File: src/design/dfsp_pkg.sv
// Notes on behaviour
// - Otherwise pin is PWM from duty bits
// - Duty in 64ths; zero low, 63 max
// - Drive bit 7 picks clock with control bits
// - Control bit 2 doubles channel one rate
// - Control bit 3 doubles channel two rate
// - Two identical channels at 0x56, 0x57
// - Control bits 0,1 select channel clock source
package dfsp_pkg;
	localparam logic [7:0] ADDR_FAN_ONE = 8'h56;
	localparam logic [7:0] ADDR_FAN_TWO = 8'h57;
	localparam logic [7:0] ADDR_FAN_CTRL = 8'h58;
	localparam logic [7:0] RST_DRIVE = 8'h00;
	localparam logic [7:0] RST_FAN_CTRL = 8'h50;
	localparam int BIT_FULL_ON = 0;
	localparam int BIT_DUTY_LO = 1;
	localparam int BIT_DUTY_HI = 6;
	localparam int BIT_CLK_SEL = 7;
	localparam int BIT_SRC_ONE = 0;
	localparam int BIT_SRC_TWO = 1;
	localparam int BIT_DBL_ONE = 2;
	localparam int BIT_DBL_TWO = 3;
	localparam int DUTY_W = 6;
	localparam int RATE_SEL_W = 2;
	localparam int BASE_STEP_DIV = 4;

	typedef struct packed {
		logic full_on;
		logic [DUTY_W-1:0] duty;
	} dfsp_setting_t;

	typedef struct packed {
		logic [RATE_SEL_W-1:0] rate_sel;
		logic dbl;
	} dfsp_clk_t;
endpackage : dfsp_pkg

File: src/design/dfsp_channel.sv
`timescale 1ns/100ps
module dfsp_channel (
	input wire logic clk_in,
	input wire logic sys_rst_in,
	input wire logic step_in,
	input wire dfsp_pkg::dfsp_setting_t setting_in,
	output logic fan_out,
	output logic period_start_out
);
	logic [dfsp_pkg::DUTY_W-1:0] cnt_ff;
	logic [dfsp_pkg::DUTY_W-1:0] nxt_cnt;
	dfsp_pkg::dfsp_setting_t act_ff;
	dfsp_pkg::dfsp_setting_t nxt_act;
	logic pin_ff;
	logic nxt_pin;

	always_comb begin
		nxt_cnt = cnt_ff;
		nxt_act = act_ff;
		nxt_pin = pin_ff;
		if (step_in) begin
			nxt_cnt = cnt_ff + 1'b1;
			if (&cnt_ff) begin
				nxt_act = setting_in;
			end
			if (nxt_act.full_on) begin
				nxt_pin = 1'b1;
			end else begin
				nxt_pin = (nxt_cnt < nxt_act.duty);
			end
		end
	end

	always_ff @(posedge clk_in) begin
		if (sys_rst_in) begin
			cnt_ff <= '1;
			act_ff <= '0;
			pin_ff <= 1'b0;
		end else begin
			cnt_ff <= nxt_cnt;
			act_ff <= nxt_act;
			pin_ff <= nxt_pin;
		end
	end

	assign fan_out = pin_ff;
	assign period_start_out = step_in && (&cnt_ff);
endmodule : dfsp_channel

File: src/design/dfsp_top.sv
`timescale 1ns/100ps
module dfsp_top #(
	parameter int BASE_DIV = 16,
	parameter int SLOW_DIV = 4,
	parameter int SRC_DIV = 2
) (
	input wire logic clk_in,
	input wire logic sys_rst_in,
	input wire logic [7:0] addr_in,
	input wire logic [7:0] wdata_in,
	input wire logic wr_in,
	input wire logic rd_in,
	output logic [7:0] rdata_out,
	output logic first_fan_output_out,
	output logic second_fan_output_out
);
	////////////////////////////////////////////////////////////////////////
	logic [7:0] fan_one_drive_ff;
	logic [7:0] fan_two_drive_ff;
	logic [7:0] fan_ctrl_ff;
	logic [7:0] rdata_ff;
	logic [7:0] nxt_fan_one_drive;
	logic [7:0] nxt_fan_two_drive;
	logic [7:0] nxt_fan_ctrl;
	logic [7:0] nxt_rdata;

	always_comb begin
		nxt_fan_one_drive = fan_one_drive_ff;
		nxt_fan_two_drive = fan_two_drive_ff;
		nxt_fan_ctrl = fan_ctrl_ff;
		nxt_rdata = 8'h00;
		if (wr_in) begin
			case (addr_in)
				dfsp_pkg::ADDR_FAN_ONE: nxt_fan_one_drive = wdata_in;
				dfsp_pkg::ADDR_FAN_TWO: nxt_fan_two_drive = wdata_in;
				dfsp_pkg::ADDR_FAN_CTRL: nxt_fan_ctrl = wdata_in;
				default: nxt_fan_ctrl = fan_ctrl_ff;
			endcase
		end
		if (rd_in) begin
			case (addr_in)
				dfsp_pkg::ADDR_FAN_ONE: nxt_rdata = fan_one_drive_ff;
				dfsp_pkg::ADDR_FAN_TWO: nxt_rdata = fan_two_drive_ff;
				dfsp_pkg::ADDR_FAN_CTRL: nxt_rdata = fan_ctrl_ff;
				default: nxt_rdata = 8'h00;
			endcase
		end
	end

	always_ff @(posedge clk_in) begin
		if (sys_rst_in) begin
			fan_one_drive_ff <= dfsp_pkg::RST_DRIVE;
			fan_two_drive_ff <= dfsp_pkg::RST_DRIVE;
			fan_ctrl_ff <= dfsp_pkg::RST_FAN_CTRL;
			rdata_ff <= 8'h00;
		end else begin
			fan_one_drive_ff <= nxt_fan_one_drive;
			fan_two_drive_ff <= nxt_fan_two_drive;
			fan_ctrl_ff <= nxt_fan_ctrl;
			rdata_ff <= nxt_rdata;
		end
	end

	assign rdata_out = rdata_ff;

	////////////////////////////////////////////////////////////////////////
	// Shared prescaler; each channel then divides further by its own selection
	logic [15:0] pre_ff;
	logic [15:0] nxt_pre;
	logic base_tick;

	always_comb begin
		base_tick = (pre_ff == 16'(BASE_DIV - 1));
		nxt_pre = base_tick ? 16'h0000 : pre_ff + 16'h0001;
	end

	always_ff @(posedge clk_in) begin
		if (sys_rst_in) begin
			pre_ff <= 16'h0000;
		end else begin
			pre_ff <= nxt_pre;
		end
	end

	////////////////////////////////////////////////////////////////////////
	dfsp_pkg::dfsp_clk_t clk_cfg [2];
	dfsp_pkg::dfsp_setting_t set_cfg [2];
	logic [1:0] fan_pin;

	always_comb begin
		clk_cfg[0].rate_sel = {fan_one_drive_ff[dfsp_pkg::BIT_CLK_SEL],
			fan_ctrl_ff[dfsp_pkg::BIT_SRC_ONE]};
		clk_cfg[0].dbl = fan_ctrl_ff[dfsp_pkg::BIT_DBL_ONE];
		clk_cfg[1].rate_sel = {fan_two_drive_ff[dfsp_pkg::BIT_CLK_SEL],
			fan_ctrl_ff[dfsp_pkg::BIT_SRC_TWO]};
		clk_cfg[1].dbl = fan_ctrl_ff[dfsp_pkg::BIT_DBL_TWO];
		set_cfg[0].full_on = fan_one_drive_ff[dfsp_pkg::BIT_FULL_ON];
		set_cfg[0].duty = fan_one_drive_ff[dfsp_pkg::BIT_DUTY_HI:dfsp_pkg::BIT_DUTY_LO];
		set_cfg[1].full_on = fan_two_drive_ff[dfsp_pkg::BIT_FULL_ON];
		set_cfg[1].duty = fan_two_drive_ff[dfsp_pkg::BIT_DUTY_HI:dfsp_pkg::BIT_DUTY_LO];
	end

	genvar g;
	generate
		for (g = 0; g < 2; g++) begin : g_ch
			logic [15:0] div_ff;
			logic [15:0] nxt_div;
			logic [15:0] div_len;
			logic step;

			// Division: source 0 uses BASE_STEP_DIV, source 1 uses 2 x SRC_DIV, clock-select x SLOW_DIV, doubler halves
			always_comb begin
				div_len = 16'(dfsp_pkg::BASE_STEP_DIV);
				if (clk_cfg[g].rate_sel[0]) begin
					div_len = 16'(2 * SRC_DIV);
				end
				if (clk_cfg[g].rate_sel[1]) begin
					div_len = 16'(div_len * 16'(SLOW_DIV));
				end
				if (clk_cfg[g].dbl) begin
					div_len = div_len >> 1;
				end
				step = base_tick && (div_ff >= div_len - 16'h0001);
				nxt_div = div_ff;
				if (base_tick) begin
					nxt_div = step ? 16'h0000 : div_ff + 16'h0001;
				end
			end

			always_ff @(posedge clk_in) begin
				if (sys_rst_in) begin
					div_ff <= 16'h0000;
				end else begin
					div_ff <= nxt_div;
				end
			end

			dfsp_channel u_ch (
				.clk_in(clk_in),
				.sys_rst_in(sys_rst_in),
				.step_in(step),
				.setting_in(set_cfg[g]),
				.fan_out(fan_pin[g]),
				.period_start_out()
			);
		end
	endgenerate

	assign first_fan_output_out = fan_pin[0];
	assign second_fan_output_out = fan_pin[1];
endmodule : dfsp_top

File: config.mk
export PLATFORM = sky130hd
export DESIGN_NAME = dfsp_top
export DESIGN_NICKNAME = d
export VERILOG_FILES = /design/src/design/dfsp_pkg.sv /design/src/design/dfsp_channel.sv /design/src/design/dfsp_top.sv
export SDC_FILE = /design/constraint.sdc
export NUM_CORES = 1
export LEC_CHECK = 0
export BUFFER_PORTS_ARGS = -buffer_cell sky130_fd_sc_hd__buf_2
export CAP_MARGIN = 20
export CORE_MARGIN = 2
export CORE_UTILIZATION = 57
export CTS_CLUSTER_DIAMETER = 80
export DETAILED_ROUTE_END_ITERATION = 10
export MAX_ROUTING_LAYER = met4
export PLACE_DENSITY_LB_ADDON = 0.12
export SLEW_MARGIN = 30
export SYNTH_ARGS = -nofsm -noshare
export SYNTH_HDL_FRONTEND = slang
export SYNTH_HIERARCHICAL = 1
export SYNTH_SLANG_ARGS = --single-unit
File: constraint.sdc
create_clock -name clk_in -period 3.1 [get_ports clk_in]
set_input_delay 0.775 -clock clk_in [delete_from_list [all_inputs] [get_ports clk_in]]
set_output_delay 0.775 -clock clk_in [all_outputs]
set_load 0.1 [all_outputs]
After elaboration in Yosys (flattened, before gate mapping). Cells that the tools add are included.

Logic and storage cells: 53. Bits in registers: 108.

Eq/ne operators: 4. Reduce and logical (&&, ||, !) cells: 9. Mux-type cells: 13. Bitwise operators: 1. Add/subtract/negate cells: 7. $lt $le $gt $ge: 4.

Operator list (count): $mux W16 (4); $add A16 B1 Y16 const B (3); $ge A16 B16 Y1 (2); $sub A16 B1 Y16 const B (2); $mux W7 (4); $eq A8 B7 Y1 const B (3); $pmux W8 S3 (1); $eq A16 B4 Y1 const B (1); $add A6 B1 Y6 const B (2); $lt A6 B6 Y1 (2); $reduce_and A6 Y1 (2); $mux W5 (2); $reduce_and A2 Y1 (3); $reduce_or A2 Y1 (2); $logic_and A1 B1 Y1 (2); $mux W1 (2); $not A1 Y1 (1).

Logic depth before layout (Yosys ltp).
Word-level depth: 8. Gate-level depth with buffers: 11.

Modules after synthesis. Netlist, hierarchy kept.

Modules (own cells, without submodules): dfsp_top (cells each 393, sequential area each 1601.5 um^2, area each 3493.4 um^2, instances 1); dfsp_channel (cells each 86, sequential area each 280.3 um^2, area each 840.8 um^2, instances 2).

Worst setup path after synthesis. No wires, ideal clock.

Kind: register to register. From: register pre_ff[0]. To: register g_ch[0].u_ch.pin_ff. Arrival: 2.370 ns. Buffers on the path: 2. Period minus slack after synthesis: 2.444 ns. Cell stages (with the launch flop): 10. Slack: 0.656 ns. Cell sequence: dfxtp_1 > ha_1 > and3_1 > nand4_1 > clkbuf_1 > a21oi_1 > clkbuf_1 > nor2_1 > a311o_1 > a31oi_1.

Word-level cells in the longest chain between the ends: 2.

Ends and longest elaborated chain: from (decl) (line dfsp_top.sv:68) `logic [15:0] pre_ff;`; from (signal assigned) (line dfsp_top.sv:81) `pre_ff <= nxt_pre;`; $eq A16 B4 Y1 (line dfsp_top.sv:73) `base_tick = (pre_ff == 16'(BASE_DIV - 1));`; $logic_and A1 B1 Y1 (line dfsp_top.sv:123) `step = base_tick && (div_ff >= div_len - 16'h0001);`; via g_ch[0].step (line dfsp_top.sv:109) `logic step;`; to (signal assigned) (line dfsp_channel.sv:42) `pin_ff <= nxt_pin;`; to (decl) (line dfsp_channel.sv:14) `logic pin_ff;`.

The timed path passes the listed nets, and every way through them passes these cells. A chain may end at the register's enable or synchronous reset.

Worst setup path after layout.
From: register fan_ctrl_ff[3]. To: register g_ch[1].u_ch/cnt_ff[5] (netlist name).

Word-level cells in the longest chain between the ends: 4.

Ends and longest elaborated chain: from (decl) (line dfsp_top.sv:20) `logic [7:0] fan_ctrl_ff;`; from (signal assigned) (line dfsp_top.sv:54) `fan_ctrl_ff <= dfsp_pkg::RST_FAN_CTRL;`; from (signal assigned) (line dfsp_top.sv:59) `fan_ctrl_ff <= nxt_fan_ctrl;`; $mux W16 (line dfsp_top.sv:120) `if (clk_cfg[g].dbl) begin`; $sub A16 B1 Y16 (line dfsp_top.sv:123); $ge A16 B16 Y1 (line dfsp_top.sv:123); $logic_and A1 B1 Y1 (line dfsp_top.sv:123); via g_ch[1].step (line dfsp_top.sv:109); to (signal assigned) (line dfsp_channel.sv:40) `cnt_ff <= nxt_cnt;`; to (decl) (line dfsp_channel.sv:10) `logic [dfsp_pkg::DUTY_W-1:0] cnt_ff;`.

The timed path passes the listed nets, and every way through them passes these cells.

==> out/results.tsv <==
stage	metric	value	unit
setup_path	Crit Path Max Fanout	10	
clocking	post-CTS sizing	0	
hold_path	hold crit path type	register to register	
clocking	clock insertion delay at the later pin of the skew report	0.37	ns
power	Power Total	2.325	mW
floorplanning	die area	9844	µm²
finish	post-route cell area	5553	µm²
clocking	root buffer cell	clkbuf_8	
clocking	TritonCTS buffer count	9	
finish	layout cells sized above 1	11.26	%
setup_path	CP required	3.36	ns
setup_path	CP Launch Type	register	
grt	GR peak layer	met2	
clocking	hold-fix buffers at CTS	0	
finish	area grow syn2layout	7.458	%
power	pwr/cell area	418.8	nW/µm²
sta	Tightest Pin Transition	0.7784	ns
setup_path	CP endpoint kind	register	
grt	first-pass GRT wire length	17820	µm
synthesis	syn_nets	604	
setup_path	CP cell instances	nor2b_1 -> ha_1 -> a211o_1 -> o211ai_1 -> a21oi_2 -> nand4_1 -> o21ai_1 -> or3b_1	
grt	antenna violations before repair	0	
synthesis	Mapped Area	5167	µm²
power	Lkg Pwr	2.138	nW
sta	Tcrit/Tclk final	82.65	%
setup_path	crit path DAT	2.83	ns
grt	GR Layer Usage met3	4.216	%
placement	Cells after DPL	678	
sta	max_slew headroom	48.11	%
sta	setup tns final	0	ns
clocking	clock-pin slew on the worst setup and hold paths	0.10	ns
synthesis	Post-Syn Instances	563	
detailed_routing	DR DRC count	0	
clocking	# clock sinks	108	
sta	minimum clock period	2.562	ns
floorplanning	Initial Util	58.97	%
sta	final slew viol count	0	
detailed_routing	initial drt markers	158	
setup_path	Crit-path slowest cell	a21oi_2	
floorplanning	I/O pin count	30	
finish	Antenna diodes	0	
detailed_routing	number of iterations in the first detailed-routing pass	5	
detailed_routing	post-DR vias/cell	5.968	
grt	largest net degree at the start of global routing	77	
detailed_routing	routed len/inst	15.01	µm
sta	Clock Skew	0.005199	ns
grt	vias in the first global route	3879	
grt	GRT met2 Usage	36.95	%
finish	NumNets Final	622	
synthesis	Synthesis Warnings	6	
clocking	CTS max path bufs	2	
floorplanning	row count	34	
synthesis	Avg Cell Area, Syn	9.178	µm²
grt	global route total overflow	0	
finish	Fillers	744	
placement	DP HPWL	7235	µm
finish	final non-filler cell total	694	
sta	Final Setup Violations	0	
setup_path	r2r setup slk	0.54	ns
finish	final core utilization	63.36	%
clocking	number of setup buffers added after CTS	0	
power	VDD IR max	0.2425	mV
sta	Max Clk Rate	390.3	MHz
grt	gr usage total	22.71	%
grt	met1 Use GR	28.72	%
floorplanning	core area	8763	µm²
setup_path	critical path type	register to register	
placement	Area after DPL	5361	µm²
placement	gpl congestion	0.8719	
placement	Buffers on Ports	29	
clocking	clock tree from TritonCTS	yes	
clocking	H-tree Lvls	3	
detailed_routing	final WL	10420	µm
floorplanning	die height	99.22	µm
setup_path	slowest stage delay, CP	0.56	ns
outcome	run status	complete, no violations	
sta	RSZ-0062 raised after global routing	no	
detailed_routing	via count	4142	
floorplanning	die width	99.22	µm
job	MaxCap Viol Count	0	
detailed_routing	post-route ant nets	0	
sta	Final Hold Fails	0	
## registers in the layout, indices dropped and copies added (netlist names)
signal / count
fan_one_drive_ff: 8
g_ch.u_ch/act_ff: 14
rdata_out: 8
pre_ff: 16
g_ch.u_ch/cnt_ff: 12
g_ch.u_ch/fan_out: 2
fan_two_drive_ff: 8
g_ch.div_ff: 32
fan_ctrl_ff: 8
## final cells by class
type                       count  area [µm²]  area share [%]
clock buffer                  11       131.4           2.366
clock inverter                 5       60.06           1.082
inverter                       9       33.78          0.6084
multi-input combinational    416        2825           50.88
sequential                   108        2162           38.94
tap                          108       135.1           2.434
timing repair buffer          37       205.2           3.695
## power breakdown
part           internal (mW)  switching, mW
clock network          0.377          0.463
logic                 0.0280         0.0540
registers               1.39        0.00988
## worst max-delay path: cells and delay by family (launching register included)
family | cells | cell delay (ns)
AO/OA/AOI/OAI | 4 | 1.11
AND/OR/NAND/NOR | 3 | 0.74
flip-flops | 1 | 0.34
adder cells (fa/ha/maj) | 1 | 0.27
## placed cells by master (no fill, tap or decap), types with 12 or more instances in the layout
cell and count:
nor3_1 20, nand4_1 23, ha_1 21, xnor2_1 16
buf_2 29, a31oi_1 12, nor2_1 56, and3_1 17
dfxtp_1 108, nand3_1 35, mux2i_1 34, a21oi_1 27
nand2_1 37
## worst paths after layout
| kind | from | to | cells past startpoint |
|---|---|---|---|
| setup / recovery | fan_ctrl_ff[3] | g_ch[1].u_ch/cnt_ff[5] | 8 |
| hold / removal | fan_ctrl_ff[7] | fan_ctrl_ff[7] | 2 |
| setup reg to reg | fan_ctrl_ff[3] | g_ch[1].u_ch/cnt_ff[5] | 8 |
| hold reg to reg | fan_ctrl_ff[7] | fan_ctrl_ff[7] | 2 |
## metrics by stage
step                hold slack (ns)  setup WS (ns)
detailed placement           0.4506         0.5674
global placement             0.4414         0.6351
finish                       0.4631         0.5380
CTS                          0.4639         0.5492
floorplan                    0.4357         0.6560
global route                 0.4863         0.3082
## routing by layer
layer | share of wire, % | wire length [µm]
met1 | 48 | 5004
met3 | 3.9 | 405
met5 | 0 | 0
met2 | 47 | 4881
met4 | 1.2 | 124
Note: power is estimated with default switching activity, not from simulation.
